[config.mk]
export PLATFORM = sky130hd
export DESIGN_NAME = barrier_trap_ctlwrite_exec
export DESIGN_NICKNAME = d
export VERILOG_FILES = /design/src/rtl/sys_instr_decode.v /design/src/rtl/barrier_trap_ctlwrite_exec.v
export VERILOG_INCLUDE_DIRS = /design/src /design/src/pkg
export SDC_FILE = /design/constraint.sdc
export NUM_CORES = 1
export LEC_CHECK = 0
export BUFFER_PORTS_ARGS = -buffer_cell sky130_fd_sc_hd__buf_2
export CELL_PAD_IN_SITES_DETAIL_PLACEMENT = 1
export CELL_PAD_IN_SITES_GLOBAL_PLACEMENT = 2
export CORE_MARGIN = 2
export CORE_UTILIZATION = 23
export DETAILED_ROUTE_END_ITERATION = 6
export PLACE_DENSITY = 0.89
export SLEW_MARGIN = 20
export SYNTH_ARGS = -nofsm -noshare
export SYNTH_HDL_FRONTEND = slang
export SYNTH_SLANG_ARGS = --single-unit
[constraint.sdc]
create_clock -name i_clk -period 2.2 [get_ports i_clk]
set_input_delay 0.11 -clock i_clk [delete_from_list [all_inputs] [get_ports i_clk]]
set_output_delay 0.11 -clock i_clk [all_outputs]
set_load 0.02 [all_outputs]
[src/pkg/sys_instr_regs.vh]
// Constants for the barrier / trap / control-write execute block.
// Assumes a 32-bit R-type instruction word; included by bare name.
`ifndef SYS_INSTR_REGS_VH
`define SYS_INSTR_REGS_VH
`define OPC_LSB        0
`define OPC_W          6
`define OPX_LSB        11
`define OPX_W          6
`define FLD_A_LSB      27
`define FLD_B_LSB      22
`define FLD_C_LSB      17
`define FLD_W          5
`define FLD_N_LSB      6
`define TRAP_CODE_LSB  6
`define OPC_RTYPE      6'h3a
`define OPX_BARRIER    6'h36
`define OPX_TRAP       6'h2d
`define OPX_CTLWR      6'h2e
`define ST_INT_EN_BIT  0
`define ST_U_BIT       1
`define WORD_STEP      32'h0000_0004
`define STATUS_RST     32'h0000_0000
`define ADDR_RST       32'h0000_0000
`define DATA_RST       32'h0000_0000
`define IDX_RST        5'h00
`define EXC_HANDLER_DFLT 32'h0000_0020
`endif

[src/rtl/sys_instr_decode.v]
// Decoder for the three R-type system instructions.
// Assumes a valid 32-bit instruction word; purely combinational.
`timescale 1ns/1ps
`include "sys_instr_regs.vh"
module sys_instr_decode
(
	// Instruction
	input  wire [31:0] i_instr,
	// Decoded kind and fields
	output wire        o_is_barrier,
	output wire        o_is_trap,
	output wire        o_is_ctlwr,
	output wire [4:0]  o_field_a,
	output wire [4:0]  o_field_n
);
	wire [5:0] opc;
	wire [5:0] opx;
	wire       rtype;
	assign opc = i_instr[`OPC_LSB +: `OPC_W];
	assign opx = i_instr[`OPX_LSB +: `OPX_W];
	assign rtype = (opc == `OPC_RTYPE);
	// Trap code bits are not looked at, so trap and trap 0 decode alike
	assign o_is_barrier = rtype && (opx == `OPX_BARRIER);
	assign o_is_trap    = rtype && (opx == `OPX_TRAP);
	assign o_is_ctlwr   = rtype && (opx == `OPX_CTLWR);
	assign o_field_a = i_instr[`FLD_A_LSB +: `FLD_W];
	assign o_field_n = i_instr[`FLD_N_LSB +: `FLD_W];
endmodule // sys_instr_decode

[src/rtl/barrier_trap_ctlwrite_exec.v]
// Execute stage for memory barrier, software trap and control write.
// Assumes the pipeline holds i_valid/i_instr until o_ready; one clock.
//
// Contract
// - Barrier stalls later instructions until all issued memory accesses complete.
// - With in-order-only memory, barrier acts as a no-operation.
// - Trap copies status into saved status before changing status bits.
// - Trap writes trap address plus 4 into exception return address register.
// - Trap clears interrupt enable and user mode bits to zero.
// - Trap loads program counter with configured exception handler address.
// - Trap code field is ignored during execution.
// - Trap without argument behaves exactly as trap code zero.
// - Control write stores full source operand A into indexed control register; in user mode the code raises o_supervisor_exc and writes nothing.
// - Control register index comes from the N field of the instruction.
`timescale 1ns/1ps
`include "sys_instr_regs.vh"
module barrier_trap_ctlwrite_exec
#(
	parameter [31:0] EXC_HANDLER_ADDR = `EXC_HANDLER_DFLT,
	parameter        IN_ORDER_ONLY    = 0
)
(
	// Clock and reset
	input  wire        i_clk,
	input  wire        i_srst,
	// Instruction in
	input  wire        i_valid,
	input  wire [31:0] i_instr,
	input  wire [31:0] i_instr_addr,
	input  wire [31:0] i_source_operand_a,
	// Core state
	input  wire [31:0] i_status,
	input  wire        i_mem_pending,
	// Pipeline handshake and register read index
	output wire        o_ready,
	output wire [4:0]  o_rf_read_idx,
	// Trap results
	output wire        o_trap_take,
	output wire [31:0] o_estatus,
	output wire [31:0] o_status_new,
	output wire [31:0] o_exception_return_addr_reg,
	output wire [31:0] o_program_counter,
	// Control write results
	output wire        o_ctl_we,
	output wire [4:0]  o_indexed_control_reg,
	output wire [31:0] o_ctl_wdata,
	output wire        o_supervisor_exc
);
	// Drain tracker: run normally, or wait for memory to settle
	localparam ST_RUN   = 1'h0;
	localparam ST_DRAIN = 1'h1;

	// Address of the next word; carry out dropped on purpose
	function [31:0] next_word_addr;
		input [31:0] addr;
		reg   [32:0] sum;
		begin
			sum            = {1'h0, addr} + {1'h0, `WORD_STEP};
			next_word_addr = sum[31:0];
		end
	endfunction

	// Status with interrupt enable and user mode forced low
	function [31:0] trap_status;
		input [31:0] status;
		reg   [31:0] mask;
		begin
			mask        = (32'h0000_0001 << `ST_INT_EN_BIT) | (32'h0000_0001 << `ST_U_BIT);
			trap_status = status & ~mask;
		end
	endfunction

	// Decoder results
	wire        is_barrier;
	wire        is_trap;
	wire        is_ctlwr;
	wire [4:0]  field_a;
	wire [4:0]  field_n;
	// Qualified requests
	wire        user_mode;
	wire        do_barrier;
	wire        do_trap;
	wire        do_ctlwr;
	wire        stall;
	// Registers and their next values
	reg         state_q;
	reg         state_d;
	reg         ready_q;
	reg         ready_d;
	reg  [4:0]  rf_read_idx_q;
	reg  [4:0]  rf_read_idx_d;
	reg         trap_take_q;
	reg         trap_take_d;
	reg  [31:0] estatus_q;
	reg  [31:0] estatus_d;
	reg  [31:0] status_new_q;
	reg  [31:0] status_new_d;
	reg  [31:0] return_addr_q;
	reg  [31:0] return_addr_d;
	reg  [31:0] program_counter_q;
	reg  [31:0] program_counter_d;
	reg         ctl_we_q;
	reg         ctl_we_d;
	reg  [4:0]  ctl_index_q;
	reg  [4:0]  ctl_index_d;
	reg  [31:0] ctl_wdata_q;
	reg  [31:0] ctl_wdata_d;
	reg         supervisor_exc_q;
	reg         supervisor_exc_d;

	sys_instr_decode u_dec
	(
		.i_instr      (i_instr),
		.o_is_barrier (is_barrier),
		.o_is_trap    (is_trap),
		.o_is_ctlwr   (is_ctlwr),
		.o_field_a    (field_a),
		.o_field_n    (field_n)
	);

	assign user_mode  = i_status[`ST_U_BIT];
	assign do_barrier = i_valid && is_barrier;
	assign do_trap    = i_valid && is_trap;
	assign do_ctlwr   = i_valid && is_ctlwr;
	// In-order memory cannot reorder, so the barrier never waits there
	assign stall = do_barrier && (IN_ORDER_ONLY == 0) && i_mem_pending;

	// Ready is low for every cycle spent draining; it lags pending by one
	always @*
	begin
		state_d = state_q;
		case (state_q)
			ST_RUN:
			begin
				if (stall)
					state_d = ST_DRAIN;
			end
			ST_DRAIN:
			begin
				if (!stall)
					state_d = ST_RUN;
			end
			default:
			begin
				state_d = ST_RUN;
			end
		endcase
		ready_d = (state_d == ST_RUN);
	end

	// Source register index, read ahead for the caller
	always @*
	begin
		rf_read_idx_d = field_a;
	end

	// Trap results; data holds until the next trap
	always @*
	begin
		trap_take_d       = 1'h0;
		estatus_d         = estatus_q;
		status_new_d      = status_new_q;
		return_addr_d     = return_addr_q;
		program_counter_d = program_counter_q;
		if (do_trap)
		begin
			trap_take_d       = 1'h1;
			estatus_d         = i_status;
			status_new_d      = trap_status(i_status);
			return_addr_d     = next_word_addr(i_instr_addr);
			program_counter_d = EXC_HANDLER_ADDR;
		end
	end

	// Control write; user mode gets the exception and no write
	always @*
	begin
		ctl_we_d         = 1'h0;
		ctl_index_d      = ctl_index_q;
		ctl_wdata_d      = ctl_wdata_q;
		supervisor_exc_d = 1'h0;
		if (do_ctlwr)
		begin
			if (user_mode)
			begin
				supervisor_exc_d = 1'h1;
			end
			else
			begin
				ctl_we_d    = 1'h1;
				ctl_index_d = field_n;
				ctl_wdata_d = i_source_operand_a;
			end
		end
	end

	always @(posedge i_clk)
	begin
		if (i_srst)
		begin
			state_q           <= ST_RUN;
			ready_q           <= 1'h0;
			rf_read_idx_q     <= `IDX_RST;
			trap_take_q       <= 1'h0;
			estatus_q         <= `STATUS_RST;
			status_new_q      <= `STATUS_RST;
			return_addr_q     <= `ADDR_RST;
			program_counter_q <= `ADDR_RST;
			ctl_we_q          <= 1'h0;
			ctl_index_q       <= `IDX_RST;
			ctl_wdata_q       <= `DATA_RST;
			supervisor_exc_q  <= 1'h0;
		end
		else
		begin
			state_q           <= state_d;
			ready_q           <= ready_d;
			rf_read_idx_q     <= rf_read_idx_d;
			trap_take_q       <= trap_take_d;
			estatus_q         <= estatus_d;
			status_new_q      <= status_new_d;
			return_addr_q     <= return_addr_d;
			program_counter_q <= program_counter_d;
			ctl_we_q          <= ctl_we_d;
			ctl_index_q       <= ctl_index_d;
			ctl_wdata_q       <= ctl_wdata_d;
			supervisor_exc_q  <= supervisor_exc_d;
		end
	end

	// Every output comes straight from its flip-flop
	assign o_ready                     = ready_q;
	assign o_rf_read_idx               = rf_read_idx_q;
	assign o_trap_take                 = trap_take_q;
	assign o_estatus                   = estatus_q;
	assign o_status_new                = status_new_q;
	assign o_exception_return_addr_reg = return_addr_q;
	assign o_program_counter           = program_counter_q;
	assign o_ctl_we                    = ctl_we_q;
	assign o_indexed_control_reg       = ctl_index_q;
	assign o_ctl_wdata                 = ctl_wdata_q;
	assign o_supervisor_exc            = supervisor_exc_q;
endmodule // barrier_trap_ctlwrite_exec

==> impl_metrics.yaml, run 1 <==
sta:
  post-route-period-util: 0.749
  skew_ps: 0
  fin_setup_tns_ps: 0
  hold_viol_final: 0
  rsz0062_at_grt: "false"
  fin_crit_ps: 1650
  fmax_mhz: 607
  final_max_slew_viol_count: 0
  slew_headroom: 0.577
  worst-slew-pin-transition_ps: 635
  setup_viol: 0
detailed_routing:
  wire_per_inst_um: 16.0
  dr_total_vias: 5405
  vias_per_cell: 4.62
  wl_um: 18800
  route.detailed.drc: 0
  first_pass_iters: 4
  detail-route-antenna-nets: 0
  drt_iter0_markers: 259
logic_synthesis:
  synth-seq-cells: 111
  netlist_top_cells_count: "dfxtp_1, nand2_1, a21oi_1"
  synth_top_cell_area_share: 0.424
  synth_edf_count: 0
  synth_cells: 624
  async_flop_share: 0
  synth_area_leaders: "dfxtp_1, buf_4, a21oi_1, nand4b_1, nand2_1"
  ys_seq_area_frac: 0.424
  syn_area_um2: 5240
  synth_ff_type: "dfxtp_1"
  synth.distinct_cells: 48
  yosys.area.top_type: "dfxtp_1"
  yosysMostFrequentCell: "dfxtp_1"
  syn_avg_cell_area_um2: 8.40
  yosys_warnings: 0
worst_setup_path:
  arrival_ps: 1850
  worstRegToRegCells: 2
  cp_slowest_cell: "or4_2"
  endpoint: "o_exception_return_addr_reg[30]"
  start_kind: "input port"
  rrSetupSlack_ps: 1450
  r2r-start: "o_exception_return_addr_reg[30]"
  cp.required_ps: 2410
  crit_chain: "buf_2, or3b_4, or4_2, buf_12, a211oi_1, nor4_1"
  slowest_delay_ps: 660
  crit_type: "input port to flop"
  rr_endpoint: "o_exception_return_addr_reg[30]"
  crit_path_start: "i_instr[0]"
  end_kind: "flop"
  worst-path-max-fanout: 46
cells_and_area:
  fillers: 2757
  final_core_util: 0.322
  syn_to_final_growth_pct: 38.4
  drive_gt1_frac: 0.356
  fin_nets: 1010
global_routing:
  grt.total_usage: 0.151
  grt_antenna_before_repair: 5
  grt_overflow: 0
  first_global_vias: 5325
  grt_max_degree: 55
  grt_pass1_wl_um: 28900
power_and_ir_drop:
  p_leak_nw: 3.11
  vdd_drop_max_uv: 369
  p_per_area_nw_per_um2: 562
  total_power_mw: 4.08
floorplanning:
  die_w_um: 155
  io_pins: 306
  start_util: 0.233
  die_area_um2: 24000
  coreArea_um2: 22500
  die_h_um: 155
  rows: 55
clock_tree:
  clock-sinks: 111
  ctsHoldBuffers: 38
  htreeDepth: 3
  numCtsBuffers: 9
  cts_setup_buffers: 0
  max-clock-path-buffers: 2
  root_buffer: "clkbuf_16"
  cts_tree: "yes"
  clk-insertion-delay-late_ps: 360
  cts-resized-gates: 0
  path_clk_slew_ps: 90
place:
  dpl.hpwl_um: 13500
  gp_congestion: 0.720
  port_buffers: 262
hold_path:
  worstHoldPathType: "input port to flop"
run:
  max_cap_viol_count: 0
outcome:
  outcome: "finished clean"
==> power breakdown <==
part           switching, mW  leakage [nW]  internal [mW]  total, mW
combinational          0.240          2.07          0.179      0.419
clock                  0.826         0.144          0.819       1.64
sequential           0.00143         0.895           2.01       2.01
==> worst max-delay path, delay by kind of cell <==
| family | cells | cell delay, ps |
|---|---|---|
| AOI/OAI and AO/OA | 1 | 220 |
| buffers and inverters | 2 | 310 |
| and+or+nand+nor | 3 | 1180 |
==> cell families after synthesis <==
| kind of cell | share of synthesized area |
|---|---|
| XOR/XNOR | 0.0251 |
| adder cells (fa/ha/maj) | 0.00239 |
| AND/OR/NAND/NOR | 0.262 |
| AO/OA/AOI/OAI | 0.153 |
| buffers and inverters | 0.132 |
| flip-flops | 0.424 |
| other | 0.000715 |
==> area by class of cell <==
type / instances / area (µm²) / area share
Timing Repair Buffer: 322 / 1910 / 0.263
Inverter: 4 / 15.0 / 0.00207
Clock buffer: 10 / 239 / 0.0329
Antenna cell: 3 / 7.51 / 0.00103
Sequential cell: 111 / 2220 / 0.306
Tap cell: 285 / 357 / 0.0491
Clock inverter: 6 / 48.8 / 0.00673
Multi-Input combinational cell: 429 / 2460 / 0.339
==> worst min-delay path by stage <==
stage               cells after the start                   from                             end
global route                            3  i_source_operand_a[2]                  o_ctl_wdata[2]
floorplan                               1        i_instr_addr[2]  o_exception_return_addr_reg[2]
finish                                  3  i_source_operand_a[3]                  o_ctl_wdata[3]
detailed placement                      2            i_instr[29]                o_rf_read_idx[2]
CTS                                     2        i_instr_addr[2]  o_exception_return_addr_reg[2]
global placement                        2            i_instr[30]                o_rf_read_idx[3]
==> metal layers <==
layer,vias to the layer above,track usage,wire length (µm)
met5,-,0,30
met4,4,0.0542,448
met3,26,0.0418,1360
met2,181,0.269,9370
met1,2562,0.174,7550
li1,2632,-,-
==> cells in the final DEF (no fill, tap or decap), types with 5 or more instances in the layout <==
| cell | netlist | final |
|---|---|---|
| o21ai_1 | 5 | 5 |
| a21oi_1 | 73 | 73 |
| nor4_1 | 21 | 21 |
| nand4_1 | 9 | 9 |
| o21ai_0 | 33 | 33 |
| nor2_1 | 37 | 37 |
| nand3_1 | 7 | 7 |
| conb_1 | 1 | 33 |
| buf_4 | 63 | 19 |
| nand2_1 | 81 | 81 |
| buf_2 | 12 | 261 |
| nand4b_1 | 37 | 37 |
| dlygate4sd3_1 | 0 | 38 |
| and4_1 | 10 | 10 |
| nor2b_1 | 6 | 5 |
| nor3_1 | 9 | 9 |
| xnor2_1 | 14 | 14 |
| clkbuf_16 | 0 | 9 |
| a211oi_1 | 26 | 26 |
| dfxtp_1 | 111 | 111 |
==> through the flow <==
step	cells	instance area, µm²	hold WS (ps)	worst slack [ps]
final	1170	7260	22.7	553
after global routing	1168	7250	17.7	466
after CTS	1167	7250	2.55	572
after floorplan	656	5360	206	525
after global placement	1113	6580	317	218
after detailed placement	1113	6580	328	185
No activity file was read; power rests on OpenSTA's default activity.
==> run 2: changes to the inputs <==
CORE_UTILIZATION = 21   (was 23)
PLACE_DENSITY = 0.86   (was 0.89)
clock period = 1.4 ns   (was 2.2 ns; I/O delays follow)
==> impl_metrics.yaml, run 2 (same netlist as run 1, synthesis figures left out) <==
outcome:
  outcome: "finished clean"
sta:
  rsz0062_at_grt: "false"
  setup_viol: 0
  fin_setup_tns_ps: 0
  fin_crit_ps: 1340
  post-route-period-util: 0.954
  fin_ws_ps: 64.0
  hold_slack_ps: 21.4
  skew_ps: 0
  hold_viol_final: 0
  final_max_slew_viol_count: 0
  fmax_mhz: 748
cells_and_area:
  multi_input_area_um2: 2490
  final_core_util: 0.339
  final_common_cell: "buf_2"
  syn_to_final_growth_pct: 57.7
  fillers: 2982
  fin_nets: 1106
  seq_area_um2: 2220
  drive_gt1_frac: 0.390
  finalInstanceArea_um2: 8270
  fin_cells: 1303
  final_cell_mix: "buf_2, dfxtp_1, nand2_1"
global_routing:
  grt_max_degree: 49
  grt_overflow: 0
  grt_pass1_wl_um: 32600
  grt.total_usage: 0.155
  grtUsageMet1: 0.180
  grt_use_met2: 0.279
  grt_antenna_before_repair: 1
  first_global_vias: 6159
  top_usage_layer: "met2"
  met3_usage: 0.0266
clock_tree:
  root_buffer: "clkbuf_16"
  cts_tree: "yes"
  clock-sinks: 111
  max-clock-path-buffers: 2
  clk-insertion-delay-late_ps: 360
  path_clk_slew_ps: 90
  htreeDepth: 3
  numCtsBuffers: 9
place:
  gp_congestion: 0.801
  postPlaceCellArea_um2: 7150
  port_buffers: 262
  place_inst: 1209
  dpl.hpwl_um: 14800
  place_ws_ps: -318
detailed_routing:
  route.detailed.drc: 0
  dr_total_vias: 5893
  first_pass_iters: 4
  vias_per_cell: 4.52
  drt_iter0_markers: 299
  wl_um: 21300
  detail-route-antenna-nets: 0
  wire_per_inst_um: 16.3
worst_setup_path:
  rr_endpoint: "o_exception_return_addr_reg[23]"
  worstRegToRegCells: 2
  rrSetupSlack_ps: 620
  crit_type: "input port to flop"
  cp.required_ps: 1690
  worst-path-max-fanout: 7
  r2r-start: "o_exception_return_addr_reg[23]"
  end_kind: "flop"
  arrival_ps: 1620
  start_kind: "input port"
run:
  max_cap_viol_count: 0
power_and_ir_drop:
  total_power_mw: 6.90
  switchingPower_mw: 1.73
  swShare: 0.251
  p_leak_nw: 3.59
  clkPwrFrac: 0.420
  power_frac_comb: 0.122
  p_seq_frac: 0.459
  p_int_mw: 5.17
  vdd_drop_max_uv: 463
  p_per_area_nw_per_um2: 835
floorplanning:
  start_util: 0.215
  io_pins: 306
  rows: 57
  die_w_um: 162
  die_area_um2: 26200
  coreArea_um2: 24400
  die_h_um: 162
hold_path:
  min-delay-start: "i_mem_pending"
  worstHoldPathType: "input port to flop"
  min_path_cells: 4
  min_to: "o_ready"
run 2: changes by cell type in the layout (fill, tap and decap cells not counted), sizes merged:
cell,delta
dlygate4sd3,+36
inv,-1
bufinv,+2
buf,+59
diode,-2
run 2: worst max-delay path by stage:
stage,from,to,slack [ps],cells after the start
6_report,i_instr[2],o_exception_return_addr_reg[15],60,8
5_1_grt,i_instr[2],o_exception_return_addr_reg[15],5,8
4_1_cts,i_instr[13],o_exception_return_addr_reg[29],60,8
3_5_place_dp,i_instr[13],o_exception_return_addr_reg[29],-320,8
3_3_place_gp,i_instr[2],o_estatus[17],-290,6
2_1_floorplan,i_instr[2],o_ctl_wdata[12],-100,6
run 2: area by class of cell:
class / count / area share
timing repair buffer: 418 / 0.339
inverter: 4 / 0.00182
clock buffer: 9 / 0.0272
sequential: 111 / 0.269
clock inverter: 7 / 0.0121
multi-input combinational: 429 / 0.301
antenna: 1 / 0.000303
tap: 324 / 0.0490
run 2: power by group through the flow:
stage	clock, mW	sequential (mW)	combinational (mW)
CTS	3.02	3.17	0.830
global placement	0	3.24	0.655
finish	2.90	3.17	0.839
floorplan	0	3.25	0.328
global route	3.14	3.17	0.901
detailed placement	0	3.24	0.660
run 2: timing repair:
action,in CTS,in global routing
hold buffers,74,0
hold endpoints to repair,74,0
resized for setup,0,2
buffers inserted,0,2
endpoints found under the setup margin,0,5
run 2: critical path, cell delays in order:
cell and delay, ps:
buf_2 100, or3b_4 450, nor4_4 310, buf_4 190, clkbuf_16 150, buf_4 110
nor2_1 50, a211oi_2 200
run 2: per-layer routing:
| layer | part of all wire | vias to the layer above |
|---|---|---|
| met3 | 0.050 | 46 |
| met2 | 0.50 | 203 |
| li1 | - | 2830 |
| met1 | 0.41 | 2814 |
| met4 | 0.034 | 0 |
| met5 | 0 | - |
